## src/hdl/queued_spi_master_defines.vh

```
// Register map, field positions, reset values and limits of the queued serial master.
`ifndef QUEUED_SPI_MASTER_DEFINES_VH
`define QUEUED_SPI_MASTER_DEFINES_VH

// Byte offsets of the registers on the register bus.
`define QSM_OFF_MODE        12'h340
`define QSM_OFF_DELAY       12'h344
`define QSM_OFF_WRAP        12'h348
`define QSM_OFF_IRQ         12'h34c
`define QSM_OFF_INDEX       12'h350
`define QSM_OFF_WINDOW      12'h354

// Reset values.
`define QSM_MODE_RESET      16'h0104
`define QSM_DELAY_RESET     15'h0404

// Mode register fields.
`define QSM_MODE_BAUD_HI    7
`define QSM_MODE_BAUD_LO    0
`define QSM_MODE_CPHA       8
`define QSM_MODE_CPOL       9
`define QSM_MODE_BITS_HI    13
`define QSM_MODE_BITS_LO    10

// Delay register fields.
`define QSM_DLY_PRE_HI      7
`define QSM_DLY_PRE_LO      0
`define QSM_DLY_POST_HI     14
`define QSM_DLY_POST_LO     8
`define QSM_DLY_ENABLE      15

// Pointer and wrap register fields.
`define QSM_WRAP_ENABLE     15

// Interrupt register fields.
`define QSM_IRQ_FLAG        0
`define QSM_IRQ_ENABLE      8

// Local RAM internal addresses.
`define QSM_RAM_TX_BASE     6'h00
`define QSM_RAM_RX_BASE     6'h10
`define QSM_RAM_CMD_BASE    6'h20
`define QSM_RAM_TOP         6'h2f

// Command byte fields.
`define QSM_CMD_CONT        7
`define QSM_CMD_BITSE       6
`define QSM_CMD_POSTDLY     5
`define QSM_CMD_PREDLY      4

// Limits and idle values.
`define QSM_MIN_BAUD        8'h02
`define QSM_CS_IDLE         4'hf
`define QSM_BYTE_BITS       5'h08
`define QSM_FULL_BITS       5'h10

`endif

```

## src/hdl/queued_spi_master.v

```verilog
// Queued serial peripheral master with indirect RAM access over an Avalon-MM slave.
//
// Overview of operation
// - Run up to sixteen queued transfers unattended.
// - Transfer size eight to sixteen bits.
// - Four encoded selects address fifteen devices.
// - Clock divider spans 117.6 kbps to 15 Mbps.
// - Programmable delay before and after transfers.
// - Programmable clock polarity and phase.
// - Wrap option restarts queue continuously.
// - Master only, drives clock and selects.
// - Software sets queue start and end pointers.
// - Readable pointer to last executed entry.
// - Sixteen command bytes at 0x20 to 0x2F.
// - Sixteen transmit words at 0x00 to 0x0F.
// - Sixteen receive words at 0x10 to 0x1F.
// - RAM reached only through index and window.
// - Enable copies start pointer, then increments.
// - End entry done sets finish flag, interrupt.
// - Mode register sets size, divider, phase.
// - Delay register holds delays and enable.
// - Wrap register holds pointers and wrap control.
// - Interrupt register holds enable and flags.
//
// Local design decision: the Avalon-MM register port.
`timescale 1ns/1ps
`include "queued_spi_master_defines.vh"

module queued_spi_master
(
	// Clock and reset
	input  wire        i_ref_clk,
	input  wire        i_rst,
	// Avalon-MM register slave
	input  wire [11:0] i_avs_address,
	input  wire        i_avs_read,
	input  wire        i_avs_write,
	input  wire [31:0] i_avs_writedata,
	input  wire [3:0]  i_avs_byteenable,
	output reg  [31:0] o_avs_readdata,
	output reg         o_avs_waitrequest,
	// Serial link
	output reg         o_sclk,
	output reg         o_mosi,
	input  wire        i_miso,
	output reg  [3:0]  o_cs_code,
	// Finish interrupt
	output reg         o_irq
);

	// Engine states.
	localparam [2:0] S_IDLE = 3'h0;
	localparam [2:0] S_LOAD = 3'h1;
	localparam [2:0] S_PRE  = 3'h2;
	localparam [2:0] S_XFER = 3'h3;
	localparam [2:0] S_POST = 3'h4;
	localparam [2:0] S_NEXT = 3'h5;

	// Local RAM.
	reg  [15:0] tx_ram  [0:15];
	reg  [15:0] rx_ram  [0:15];
	reg  [7:0]  cmd_ram [0:15];

	// Software visible state.
	reg  [15:0] mode_cfg;
	reg  [14:0] dly_cfg;
	reg         engine_en;
	reg  [3:0]  queue_start_ptr;
	reg  [3:0]  queue_end_ptr;
	reg  [3:0]  queue_done_ptr;
	reg         wrap_en;
	reg         irq_en;
	reg         queue_finish_flag;
	reg  [5:0]  ram_idx;

	// Engine state.
	reg  [2:0]  state;
	reg  [3:0]  work_ptr;
	reg  [7:0]  cmd_q;
	reg  [15:0] shift_tx;
	reg  [15:0] shift_rx;
	reg  [4:0]  bit_cnt;
	reg  [7:0]  half_cnt;
	reg         second_half;
	reg  [7:0]  dly_cnt;
	reg         miso_meta;
	reg         miso_sync;

	// Combinational helpers.
	reg  [31:0] rd_mux;
	reg  [15:0] win_rd;
	wire [11:0] word_addr;
	wire        bus_hit;
	wire        bus_wr;
	wire        bus_rd;
	wire [15:0] wd;
	wire [1:0]  be;
	wire        win_access;
	wire [15:0] dly_merged;
	wire [7:0]  baud_eff;
	wire        cpha;
	wire        cpol;
	wire [7:0]  load_cmd;
	wire [4:0]  load_bits;
	wire        at_end;
	wire        finish_set;
	wire        hw_stop;

	// Byte-lane merge for 16-bit registers.
	function [15:0] merge16;
		input [15:0] old_v;
		input [15:0] new_v;
		input [1:0]  lanes;
		begin
			merge16 = {lanes[1] ? new_v[15:8] : old_v[15:8],
				lanes[0] ? new_v[7:0] : old_v[7:0]};
		end
	endfunction

	// Bit count of one entry: eight unless the command asks for the mode size.
	function [4:0] xfer_bits;
		input [7:0] cmd;
		input [3:0] code;
		begin
			if (!cmd[`QSM_CMD_BITSE])
				xfer_bits = `QSM_BYTE_BITS;
			else if (code < 4'h8)
				xfer_bits = `QSM_FULL_BITS;
			else
				xfer_bits = {1'b0, code};
		end
	endfunction

	// Bus decode; an access completes in the cycle that waitrequest is low.
	assign word_addr  = {i_avs_address[11:2], 2'b00};
	assign bus_hit    = (i_avs_read | i_avs_write) & ~o_avs_waitrequest;
	assign bus_wr     = bus_hit & i_avs_write;
	assign bus_rd     = bus_hit & i_avs_read;
	assign wd         = i_avs_writedata[15:0];
	assign be         = i_avs_byteenable[1:0];
	assign win_access = bus_hit & (word_addr == `QSM_OFF_WINDOW);
	assign dly_merged = merge16({engine_en, dly_cfg}, wd, be);

	// Serial timing settings; divider floor keeps the half period at two clocks.
	assign baud_eff  = (mode_cfg[`QSM_MODE_BAUD_HI:`QSM_MODE_BAUD_LO] < `QSM_MIN_BAUD) ?
		`QSM_MIN_BAUD : mode_cfg[`QSM_MODE_BAUD_HI:`QSM_MODE_BAUD_LO];
	assign cpha      = mode_cfg[`QSM_MODE_CPHA];
	assign cpol      = mode_cfg[`QSM_MODE_CPOL];
	assign load_cmd  = cmd_ram[work_ptr];
	assign load_bits = xfer_bits(load_cmd,
		mode_cfg[`QSM_MODE_BITS_HI:`QSM_MODE_BITS_LO]);

	// Queue end detection.
	assign at_end     = (work_ptr == queue_end_ptr);
	assign finish_set = (state == S_NEXT) & at_end;
	assign hw_stop    = finish_set & ~wrap_en;

	// Window read path into the three RAM segments.
	always @*
	begin
		win_rd = 16'h0000;
		if (ram_idx < `QSM_RAM_RX_BASE)
			win_rd = tx_ram[ram_idx[3:0]];
		else if (ram_idx < `QSM_RAM_CMD_BASE)
			win_rd = rx_ram[ram_idx[3:0]];
		else if (ram_idx <= `QSM_RAM_TOP)
			win_rd = {8'h00, cmd_ram[ram_idx[3:0]]};
	end

	// Register read multiplexer; unmapped words read as zero.
	always @*
	begin
		rd_mux = 32'h00000000;
		case (word_addr)
			`QSM_OFF_MODE:   rd_mux = {16'h0000, mode_cfg};
			`QSM_OFF_DELAY:  rd_mux = {16'h0000, engine_en, dly_cfg};
			`QSM_OFF_WRAP:   rd_mux = {16'h0000, wrap_en, 3'h0, queue_end_ptr,
				queue_done_ptr, queue_start_ptr};
			`QSM_OFF_IRQ:    rd_mux = {16'h0000, 7'h00, irq_en, 7'h00,
				queue_finish_flag};
			`QSM_OFF_INDEX:  rd_mux = {26'h0, ram_idx};
			`QSM_OFF_WINDOW: rd_mux = {16'h0000, win_rd};
			default:         rd_mux = 32'h00000000;
		endcase
	end

	// Avalon handshake: one wait cycle, then waitrequest low for one cycle.
	always @(posedge i_ref_clk or posedge i_rst)
	begin
		if (i_rst)
		begin
			o_avs_waitrequest <= 1'b1;
			o_avs_readdata    <= 32'h00000000;
		end
		else if ((i_avs_read | i_avs_write) & o_avs_waitrequest)
		begin
			o_avs_waitrequest <= 1'b0;
			o_avs_readdata    <= rd_mux;
		end
		else
		begin
			o_avs_waitrequest <= 1'b1;
		end
	end

	// Software registers; a hardware set of the finish flag beats a clear.
	always @(posedge i_ref_clk or posedge i_rst)
	begin
		if (i_rst)
		begin
			mode_cfg          <= `QSM_MODE_RESET;
			dly_cfg           <= `QSM_DELAY_RESET;
			engine_en         <= 1'b0;
			queue_start_ptr   <= 4'h0;
			queue_end_ptr     <= 4'h0;
			wrap_en           <= 1'b0;
			irq_en            <= 1'b0;
			queue_finish_flag <= 1'b0;
			ram_idx           <= 6'h00;
			o_irq             <= 1'b0;
		end
		else
		begin
			if (bus_wr && word_addr == `QSM_OFF_MODE)
				mode_cfg <= merge16(mode_cfg, wd, be);
			if (bus_wr && word_addr == `QSM_OFF_DELAY)
			begin
				dly_cfg   <= dly_merged[14:0];
				engine_en <= dly_merged[`QSM_DLY_ENABLE];
			end
			else if (hw_stop)
				engine_en <= 1'b0;
			if (bus_wr && word_addr == `QSM_OFF_WRAP)
			begin
				if (be[0])
					queue_start_ptr <= wd[3:0];
				if (be[1])
				begin
					queue_end_ptr <= wd[11:8];
					wrap_en       <= wd[`QSM_WRAP_ENABLE];
				end
			end
			if (bus_wr && word_addr == `QSM_OFF_IRQ && be[1])
				irq_en <= wd[`QSM_IRQ_ENABLE];
			if (finish_set)
				queue_finish_flag <= 1'b1;
			else if (bus_wr && word_addr == `QSM_OFF_IRQ && be[0] && wd[`QSM_IRQ_FLAG])
				queue_finish_flag <= 1'b0;
			if (bus_wr && word_addr == `QSM_OFF_INDEX && be[0])
				ram_idx <= wd[5:0];
			else if (win_access)
				ram_idx <= ram_idx + 6'h01;
			o_irq <= queue_finish_flag & irq_en;
		end
	end

	// RAM writes: software through the window, the engine stores receive words.
	always @(posedge i_ref_clk)
	begin
		if (win_access && i_avs_write)
		begin
			if (ram_idx < `QSM_RAM_RX_BASE)
				tx_ram[ram_idx[3:0]] <= merge16(tx_ram[ram_idx[3:0]], wd, be);
			else if (ram_idx < `QSM_RAM_CMD_BASE)
				rx_ram[ram_idx[3:0]] <= merge16(rx_ram[ram_idx[3:0]], wd, be);
			else if (ram_idx <= `QSM_RAM_TOP && be[0])
				cmd_ram[ram_idx[3:0]] <= wd[7:0];
		end
		if (state == S_NEXT)
			rx_ram[work_ptr] <= shift_rx;
	end

	// Input synchroniser for the serial data line.
	always @(posedge i_ref_clk or posedge i_rst)
	begin
		if (i_rst)
		begin
			miso_meta <= 1'b0;
			miso_sync <= 1'b0;
		end
		else
		begin
			miso_meta <= i_miso;
			miso_sync <= miso_meta;
		end
	end

	// Queue engine: load entry, delay, shift bits, delay, store and advance.
	always @(posedge i_ref_clk or posedge i_rst)
	begin
		if (i_rst)
		begin
			state          <= S_IDLE;
			work_ptr       <= 4'h0;
			cmd_q          <= 8'h00;
			shift_tx       <= 16'h0000;
			shift_rx       <= 16'h0000;
			bit_cnt        <= 5'h00;
			half_cnt       <= 8'h00;
			second_half    <= 1'b0;
			dly_cnt        <= 8'h00;
			queue_done_ptr <= 4'h0;
			o_sclk         <= 1'b0;
			o_mosi         <= 1'b0;
			o_cs_code      <= `QSM_CS_IDLE;
		end
		else
		begin
			case (state)
				S_IDLE:
				begin
					o_sclk    <= cpol;
					o_cs_code <= `QSM_CS_IDLE;
					if (engine_en)
					begin
						work_ptr <= queue_start_ptr;
						state    <= S_LOAD;
					end
				end
				S_LOAD:
				begin
					cmd_q     <= load_cmd;
					shift_tx  <= tx_ram[work_ptr] << (`QSM_FULL_BITS - load_bits);
					bit_cnt   <= load_bits;
					shift_rx  <= 16'h0000;
					o_cs_code <= load_cmd[3:0];
					dly_cnt   <= load_cmd[`QSM_CMD_PREDLY] ?
						dly_cfg[`QSM_DLY_PRE_HI:`QSM_DLY_PRE_LO] : 8'h00;
					state     <= S_PRE;
				end
				S_PRE:
				begin
					if (dly_cnt != 8'h00)
						dly_cnt <= dly_cnt - 8'h01;
					else
					begin
						o_mosi      <= shift_tx[15];
						o_sclk      <= cpol ^ cpha;
						half_cnt    <= baud_eff - 8'h01;
						second_half <= 1'b0;
						state       <= S_XFER;
					end
				end
				S_XFER:
				begin
					if (half_cnt != 8'h00)
						half_cnt <= half_cnt - 8'h01;
					else
					begin
						half_cnt <= baud_eff - 8'h01;
						if (!second_half)
						begin
							second_half <= 1'b1;
							o_sclk      <= ~o_sclk;
						end
						else
						begin
							// Data is taken at the end of each bit, after sync delay.
							second_half <= 1'b0;
							shift_rx    <= {shift_rx[14:0], miso_sync};
							shift_tx    <= {shift_tx[14:0], 1'b0};
							bit_cnt     <= bit_cnt - 5'h01;
							if (bit_cnt == 5'h01)
							begin
								o_sclk  <= cpol;
								dly_cnt <= cmd_q[`QSM_CMD_POSTDLY] ?
									{1'b0, dly_cfg[`QSM_DLY_POST_HI:`QSM_DLY_POST_LO]} :
									8'h00;
								state   <= S_POST;
							end
							else
							begin
								o_sclk <= ~o_sclk;
								o_mosi <= shift_tx[14];
							end
						end
					end
				end
				S_POST:
				begin
					if (dly_cnt != 8'h00)
						dly_cnt <= dly_cnt - 8'h01;
					else
						state <= S_NEXT;
				end
				S_NEXT:
				begin
					// Receive word lands in RAM at this same edge.
					queue_done_ptr <= work_ptr;
					if (!cmd_q[`QSM_CMD_CONT])
						o_cs_code <= `QSM_CS_IDLE;
					if (at_end && wrap_en && engine_en)
					begin
						work_ptr <= queue_start_ptr;
						state    <= S_LOAD;
					end
					else if (at_end || !engine_en)
					begin
						o_cs_code <= `QSM_CS_IDLE;
						state     <= S_IDLE;
					end
					else
					begin
						work_ptr <= work_ptr + 4'h1;
						state    <= S_LOAD;
					end
				end
				default:
				begin
					state <= S_IDLE;
				end
			endcase
		end
	end

endmodule

```

## config.mk

```make
export PLATFORM = sky130hd
export DESIGN_NAME = queued_spi_master
export DESIGN_NICKNAME = d
export VERILOG_FILES = /design/src/hdl/queued_spi_master.v
export VERILOG_INCLUDE_DIRS = /design/src /design/src/hdl
export SDC_FILE = /design/constraint.sdc
export NUM_CORES = 1
export LEC_CHECK = 0
export BUFFER_PORTS_ARGS = -buffer_cell sky130_fd_sc_hd__buf_2
export CAP_MARGIN = 20
export CORE_MARGIN = 2
export CORE_UTILIZATION = 50
export CTS_CLUSTER_DIAMETER = 120
export DETAILED_ROUTE_END_ITERATION = 12
export PLACE_DENSITY = 0.66
export SLEW_MARGIN = 0
export SYNTH_ARGS = -nofsm -noshare
export SYNTH_HDL_FRONTEND = slang
export SYNTH_SLANG_ARGS = --single-unit
```

## constraint.sdc

```tcl
create_clock -name i_ref_clk -period 14.3 [get_ports i_ref_clk]
set_input_delay 2.86 -clock i_ref_clk [delete_from_list [all_inputs] [get_ports i_ref_clk]]
set_output_delay 2.86 -clock i_ref_clk [all_outputs]
set_load 0.05 [all_outputs]
```

== Yosys cells after proc, flatten, opt, wreduce, memory -nomap -nowiden ==
Memory sizes are Yosys's and may differ from the RTL's.
Index checks and enable logic that the tools add are counted.

* Bits of input ports: 53
* Register bits after elaboration: 164
* Logic and storage cells: 206
* Memories: 3
* RAM bits: 640

{| class="wikitable"
|+ Memories
! name !! words !! width !! read ports !! clocked after Yosys merged registers in !! write ports !! RTL line !! text
|-
| rx_ram || 16 || 16 || 1 || 0 || 2 || queued_spi_master.v:61 || <nowiki>reg [15:0] rx_ram [0:15];</nowiki>
|-
| tx_ram || 16 || 16 || 2 || 0 || 1 || queued_spi_master.v:60 || <nowiki>reg [15:0] tx_ram [0:15];</nowiki>
|-
| cmd_ram || 16 || 8 || 2 || 0 || 1 || queued_spi_master.v:62 || <nowiki>reg [7:0] cmd_ram [0:15];</nowiki>
|}

* Bitwise logic cells: 12
* $add $sub $neg: 7
* Magnitude comparators: 5
* Reduce and logical (&&, ||, !) cells: 43
* Shift operators: 1
* Multiplexer cells: 83
* Equal/unequal tests: 23

{| class="wikitable"
|+ Operator list
! kind !! number
|-
| two-way mux 8 bit || 14
|-
| two-way mux 16 bit || 6
|-
| case mux 16 bit (6 select lines) || 1
|-
| case mux 16 bit (2 select lines) || 2
|-
| == test 10 x 8 -> 1 bit, second input constant || 6
|-
| two-way mux 1 bit || 32
|-
| two-way mux 4 bit || 6
|-
| case mux 8 bit (3 select lines) || 1
|-
| subtractor 8 x 1 -> 8 bit, second input constant || 3
|-
| two-way mux 5 bit || 4
|-
| two-way mux 3 bit || 6
|-
| case mux 3 bit (6 select lines) || 1
|-
| != test 2 bit, second input constant || 8
|-
| case mux 8 bit (2 select lines) || 1
|-
| AND reduction 2 bit || 8
|-
| nonzero test 8 bit || 2
|-
| left shift 16 x 5 -> 16 bit || 1
|-
| logical AND 1 bit || 13
|-
| two-way mux 6 bit || 2
|-
| case mux 4 bit (3 select lines) || 1
|-
| AND reduction 3 bit || 4
|-
| nonzero test 2 bit || 6
|-
| case mux 5 bit (2 select lines) || 1
|-
| AND reduction 5 bit || 2
|-
| other kinds (30) || 43
|}

== Logic depth before layout (Yosys ltp) ==
Gate-level depths: netlist of run 1.

* Depth in word-level cells: 8
* Depth in mapped cells: 15
* Depth with buffers taken out: 12

== Worst setup path after synthesis of run 1 ==
OpenSTA, ideal clock, no wires.

* Path kind: input port to flip-flop
* Start: input port i_avs_address[5]
* End: memory rx_ram[10][0] (enable)
* Library setup time: 0.395 ns
* Arrival time: 5.378 ns
* Slack: 8.527 ns
* Stages on the path: 8
* Buffers on the path: 1
* Cells stage by stage: nor3b_1 -> nand4_1 -> or3b_1 -> or2_2 -> nor2_1 -> nand3_1 -> clkbuf_1 -> o22ai_1

{| class="wikitable"
|+ RTL lines
! what !! RTL line !! text
|-
| start, declared || queued_spi_master.v:35 || <nowiki>input wire [11:0] i_avs_address,</nowiki>
|-
| end, declared || queued_spi_master.v:61 ||
|}

== Worst setup path in the final report of run 1 ==
* Start: input port i_avs_address[5]
* End: memory cmd_ram[4][4] (enable)

* Cells in the longest elaborated chain, start to end: 5

{| class="wikitable"
|+ Ends and longest elaborated chain
! what !! RTL line !! text
|-
| == test 10 x 8 -> 1 bit || n/a ||
|-
| AND 1 bit || queued_spi_master.v:141 || <nowiki>assign win_access = bus_hit & (word_addr == `QSM_OFF_WINDOW);</nowiki>
|-
| logical AND 1 bit || queued_spi_master.v:260 || <nowiki>if (win_access && i_avs_write)</nowiki>
|-
| two-way mux 1 bit || queued_spi_master.v:260 ||
|-
| two-way mux 1 bit (implied by the code) || queued_spi_master.v:267 || <nowiki>cmd_ram[ram_idx[3:0]] <= wd[7:0];</nowiki>
|-
| end, declared || queued_spi_master.v:62 ||
|}

Every way passes these cells.

==> results of run 1 <==
[critical path, stage by stage]
cell	delay, ps
buf_2	100
nor3b_1	180
nand4_1	160
or3b_1	500
or2_2	370
nor2_1	160
nand4_1	510
nor2_1	1110
[power by group through the flow]
| stage | clock, mW | sequential [mW] | combinational [mW] |
|---|---|---|---|
| after global routing | 2.18 | 2.61 | 0.660 |
| final | 2.07 | 2.61 | 0.612 |
| after CTS | 2.10 | 2.61 | 0.603 |
| after floorplan | 0 | 2.64 | 0.426 |
| after detailed placement | 0 | 2.65 | 0.601 |
| after global placement | 0 | 2.65 | 0.583 |
[registers in the layout (all words and copies together), names as in the netlist, 2 cells and up]
signal,flops
rx_ram,256
tx_ram,256
cmd_ram,128
mode_cfg,16
o_avs_readdata,16
shift_rx,16
shift_tx,16
dly_cfg,15
dly_cnt,8
half_cnt,8
ram_idx,6
bit_cnt,5
o_cs_code,4
queue_done_ptr,4
queue_end_ptr,4
queue_start_ptr,4
work_ptr,4
state,3
cmd_q,2
[cell families (layout without fill, tap and decap cells)]
family                   count (synthesis)  count (layout)  share of synthesized area [%]
XOR/XNOR                                13              13                          0.311
other                                    1              16                        0.00960
AND/OR/NAND/NOR                        424             424                           4.89
AO/OA/AOI/OAI                          310             310                           5.21
adder cells (fa/ha/maj)                 16              16                          0.513
buffers and inverters                  261             348                           3.05
flip-flops                             782             782                           58.3
multiplexers                           663             663                           27.7
[cell type report]
type	instances	area share, %
clock inverters	30	0.663
well taps	1040	3.01
clock buffers	117	5.26
repair buffers	145	2.24
multi-input cells	1442	35.5
inverters	56	0.498
flip-flops and latches	782	52.8
[Yosys cell counts, types with 5 or more instances]
cell type  number  area (µm²)
nand2b_1        6        37.5
a221oi_1        5        43.8
a32oi_1         5        43.8
and2_1         10        62.6
a21o_1          8        60.1
buf_1          13        48.8
dfrtp_1       133        3330
a31oi_1         8        50.1
xnor2_1         8        70.1
a221o_1         8        80.1
a21oi_1        57         285
clkbuf_1      110         413
mux2i_1        49         490
mux2_2        311        3500
o21ai_1        23         115
o22ai_1        21         131
mux4_2        303        6820
nor2_1        109         409
dfstp_2         9         236
a22o_1         10        87.6
a222oi_1       14         140
o22a_1          8        70.1
or3_1           6        37.5
nand2_1       179         672
o21ai_0        71         355
edfxtp_1      640       19200
o21bai_1        5        37.5
buf_4          23         173
a22oi_1        30         225
inv_1          54         203
buf_6           8        90.1
buf_2          51         255
ha_1           16         200
nand3_1        37         185
nor2b_1        12        75.1
nor3_1         18        90.1
and3_1         12        75.1
nand4_1        10        62.6
[metrics by stage]
| stage | hold slack [ps] | util, % |
|---|---|---|
| 2_1_floorplan | 331 | - |
| 3_3_place_gp | 332 | 52.5 |
| 3_5_place_dp | 343 | 52.5 |
| 4_1_cts | 357 | 55.8 |
| 5_1_grt | 368 | 55.9 |
| 6_report | 354 | 55.9 |
[metal layers]
metal / share of wire [%] / up-vias / global-route usage, %
li1: - / 9945 / -
met1: 39 / 12559 / 37.8
met5: 0.030 / - / 0
met3: 9.6 / 234 / 5.80
met4: 4.0 / 6 / 11.0
met2: 48 / 1340 / 44.2
[how the worst max path moves through the flow]
stage / startpoint / slack, ps / end / cells after the start
final: i_avs_address[5] / 8570 / cmd_ram[4][4] / 8
after global routing: i_avs_address[5] / 8390 / cmd_ram[4][4] / 8
after CTS: i_avs_address[5] / 8630 / cmd_ram[5][4] / 8
after detailed placement: i_avs_address[5] / 8000 / cmd_ram[4][0] / 8
after global placement: i_avs_address[5] / 8010 / cmd_ram[4][0] / 8
after floorplan: i_rst / 7650 / bit_cnt[0] / 1
==> results.ini, run 1 <==
[global_route]
track_usage_pct=27.8
antenna_found_initial=4
grt_overflow=0
grt_pass1_vias=24235
grt_max_degree=113
grt_pass1_wl_mm=163

[power_and_ir_drop]
internal_power_mw=3.95
p_leak_nw=14.4
power_density_mw_per_mm2=122
clkPwrFrac_pct=39.1
seqPwrFrac_pct=49.3
irDropWorstVdd_mv=0.0886
power_frac_comb_pct=11.6
power_mw=5.29
switchingPower_mw=1.34
sw_frac_of_total_pct=25.3

[synthesis]
yosysSeqAreaShare_pct=58.3
synthArstFlopShare_pct=18.2
synth_area_mm2=0.0391
syn_area_per_cell_um2=15.8
synth_ff_type=edfxtp_1
ys_types=69
synth_edf_count=640
synthCells=2470
ys_seq_elements=782
yosysWarnings=0

[cells_and_area]
final_nets=2576
fillerInstances=6130
antennaDiodeCount=0
area_growth_pct=10.6
mostFrequentLayoutCell=edfxtp_1
drive_gt1_share_pct=36.8
final_cell_mix=edfxtp_1 (640), mux2_2 (311), mux4_2 (303), nand2_1 (179), dfrtp_1 (126)
ff_latch_area_mm2=0.0228
layout.cells.non_filler=3612
multi_input_area_mm2=0.0153
postLayoutCellArea_mm2=0.0432

[timing]
rsz0062_at_grt=false
worst_pin_slew_ps=1170
max_slew_margin_pct=21.4
finalSetupViolCount=0
hold_viol=0
fin_skew_ps=22.5
finalCritPeriodShare_pct=40.0
drv_slew=0
final.min_clock_period_ps=5730
fmax_ghz=0.175
fin_setup_tns_ps=0
setup_ws_ps=8570

[status]
status=completed

[worst_setup_path]
reg2reg_from=ram_idx[0]
worst-path-max-fanout=16
path_class=in2reg
start_kind=input port
r2r_cells=8
cp.required_ps=14530
r2r-end=o_avs_readdata[12]
critPathCaptureType=flop
ff2ff_setup_slack_ps=9440
crit_arrival_ps=5950

[clocking]
cts_resized=0
worstSkewPairLatency_ps=620
cts_buffers=80
clockRootBuffer=clkbuf_16
hold_buffers=0
post_cts_buffers=0
cts_tree=built
cts.htree.levels=3
clockBufferDepth=3
clock-sinks=782
clk_pin_slew_worst_paths_ps=60

[die]
die_area_mm2=0.0804
row_count=102
start_util_pct=50.5
core_mm2=0.0773
die_x_um=284
num_io_pins=93
die_h_um=284

[routing]
wl_mm=112
post_drt_via_cell_ratio=6.67
ant_nets=0
wl_per_cell_um=31.0
drc=0
dr_total_vias=24084
firstDrtPassIters=7
drt_iter0_markers=2843

[worst_hold_path]
hp-class=reg2reg
hp-start=miso_meta
holdPathStages=0
hold_end=miso_sync

[place]
dp.final_hpwl_mm=69.6
dp_slack_ps=8000
dpl_cell_area_mm2=0.0406
placedCellCount=3460
io_buffers=56
gp_congestion=0.955

[flow_run]
max-cap-violations=0

Note: power is estimated with default switching activity, not from simulation.
==> inputs of run 2 (changes only) <==
--- a/config.mk
+++ b/config.mk
@@ -12,7 +12,7 @@
 export CORE_UTILIZATION = 50
 export CTS_CLUSTER_DIAMETER = 120
 export DETAILED_ROUTE_END_ITERATION = 12
-export PLACE_DENSITY = 0.66
+export PLACE_DENSITY = 0.69
 export SLEW_MARGIN = 0
 export SYNTH_ARGS = -nofsm -noshare
 export SYNTH_HDL_FRONTEND = slang
==> constraint.sdc (replaced) <==
create_clock -name i_ref_clk -period 4.7 [get_ports i_ref_clk]
set_input_delay 0.94 -clock i_ref_clk [delete_from_list [all_inputs] [get_ports i_ref_clk]]
set_output_delay 0.94 -clock i_ref_clk [all_outputs]
set_load 0.05 [all_outputs]
==> results.ini, run 2 (synthesis gave the netlist of run 1 again) <==
[status]
status=completed

[die]
die_x_um=284
core_mm2=0.0773
row_count=102
start_util_pct=50.5
num_io_pins=93
die_h_um=284
die_area_mm2=0.0804

[worst_setup_path]
cp_cell_sequence=and2_1 -> a22oi_1 -> nand2_1 -> o22ai_1 -> nand2_1 -> ha_1 -> xor2_2 -> buf_4 -> mux2i_1 -> o211ai_1 -> a31o_1
critPathCaptureType=flop
critPathMaxStageDelay_ps=720
path_class=reg2reg
crit_top_cell=nand2_1
crit_arrival_ps=4430
slowest_stage=dfrtp_4
cp-startpoint=work_ptr[1]
reg2reg_from=work_ptr[1]
worst-path-max-fanout=39
start_kind=flop
cp.required_ps=5220

[timing]
max_slew_margin_pct=27.1
fmax_ghz=0.256
finalCritPeriodShare_pct=83.2
fin_setup_tns_ps=0
final.min_clock_period_ps=3910
setup_ws_ps=792
worst_pin_slew_ps=1090
finalSetupViolCount=0
drv_slew=0
hold_viol=0
rsz0062_at_grt=false
fin_skew_ps=16.2

[power_and_ir_drop]
power_frac_comb_pct=11.5
internal_power_mw=12.2
power_density_mw_per_mm2=371
seqPwrFrac_pct=48.8
p_leak_nw=14.7
clkPwrFrac_pct=39.7
sw_frac_of_total_pct=24.9
irDropWorstVdd_mv=0.306
switchingPower_mw=4.03

[global_route]
track_usage_pct=27.4
grt_pass1_wl_mm=163
grt_max_degree=143
grt_pass1_vias=24488
grt_overflow=0
antenna_found_initial=2

[cells_and_area]
area_growth_pct=11.9
mostFrequentLayoutCell=edfxtp_1
final_util_pct=56.5
drive_gt1_share_pct=38.1
final_nets=2619
antennaDiodeCount=0
final_cell_mix=edfxtp_1 (640), mux2_2 (311), mux4_2 (303), nand2_1 (179), dfrtp_1 (126)

[clocking]
worstSkewPairLatency_ps=630
cts_tree=built
post_cts_buffers=0
clockRootBuffer=clkbuf_16
cts_buffers=80
clk_pin_slew_worst_paths_ps=60
cts_resized=0
hold_buffers=0
cts.htree.levels=3
clock-sinks=782
clockBufferDepth=3

[worst_hold_path]
hp-start=miso_meta
hp-class=reg2reg

[routing]
wl_mm=110
firstDrtPassIters=6
drt_iter0_markers=3105
dr_total_vias=24208
ant_nets=0
wl_per_cell_um=30.1
drc=0
post_drt_via_cell_ratio=6.63

[place]
dp.final_hpwl_mm=69.8
gp_congestion=0.915
dp_slack_ps=832
io_buffers=56

[flow_run]
max-cap-violations=0

run 2: worst paths after layout:
kind	endpoint	slack [ps]	depth (start not counted)
min in group asynchronous	half_cnt[3]	510	3
max in group asynchronous	ram_idx[2]	3440	3
worst max-delay path	shift_tx[13]	790	11
worst min-delay path	miso_sync	360	0
worst min register to register	miso_sync	360	0
worst max register to register	shift_tx[13]	790	11
run 2: through the flow:
| step | instance area [µm²] | power [mW] | instances | hold slack, ps |
|---|---|---|---|---|
| final | 43700 | 16.2 | 3654 | 355 |
| after global routing | 43700 | 16.7 | 3654 | 372 |
| after detailed placement | 41000 | 9.88 | 3503 | 358 |
| after CTS | 43700 | 16.3 | 3649 | 360 |
| after floorplan | 39100 | 9.32 | 2485 | 331 |
| after global placement | 41000 | 9.82 | 3503 | 337 |
run 2: final cells by class:
| class | instances | area, µm² |
|---|---|---|
| clock buffer | 115 | 2330 |
| clock inverter | 31 | 327 |
| fill | 5915 | 33600 |
| inverter | 56 | 214 |
| multi-input combinational | 1442 | 15300 |
| sequential | 782 | 22800 |
| tap | 1040 | 1300 |
| timing repair buffer | 188 | 1400 |
run 2: metal layers:
layer / GRT usage, % / vias to the layer above / wire length [µm]
li1: - / 10033 / -
met1: 36.4 / 12487 / 41400
met2: 42.8 / 1380 / 51500
met3: 6.07 / 304 / 10700
met4: 14.2 / 4 / 6240
met5: 0 / - / 23
run 2: power groups by stage:
| stage | Sequential, mW | Clock, mW | Combinational [mW] |
|---|---|---|---|
| finish | 7.92 | 6.43 | 1.86 |
| CTS | 7.91 | 6.52 | 1.84 |
| floorplan | 8.02 | 0 | 1.30 |
| detailed placement | 8.05 | 0 | 1.83 |
| global placement | 8.04 | 0 | 1.78 |
| global route | 7.94 | 6.78 | 2.03 |
run 2: critical path, delay by kind of cell, from the launching register on:
family	cells	cell delay (ps)
muxes	1	260
and+or+nand+nor	3	540
AOI/OAI and AO/OA	4	1170
buffers and inverters	1	260
xor gates and xnor gates	1	550
adders and majority gates	1	290
DFF	1	720
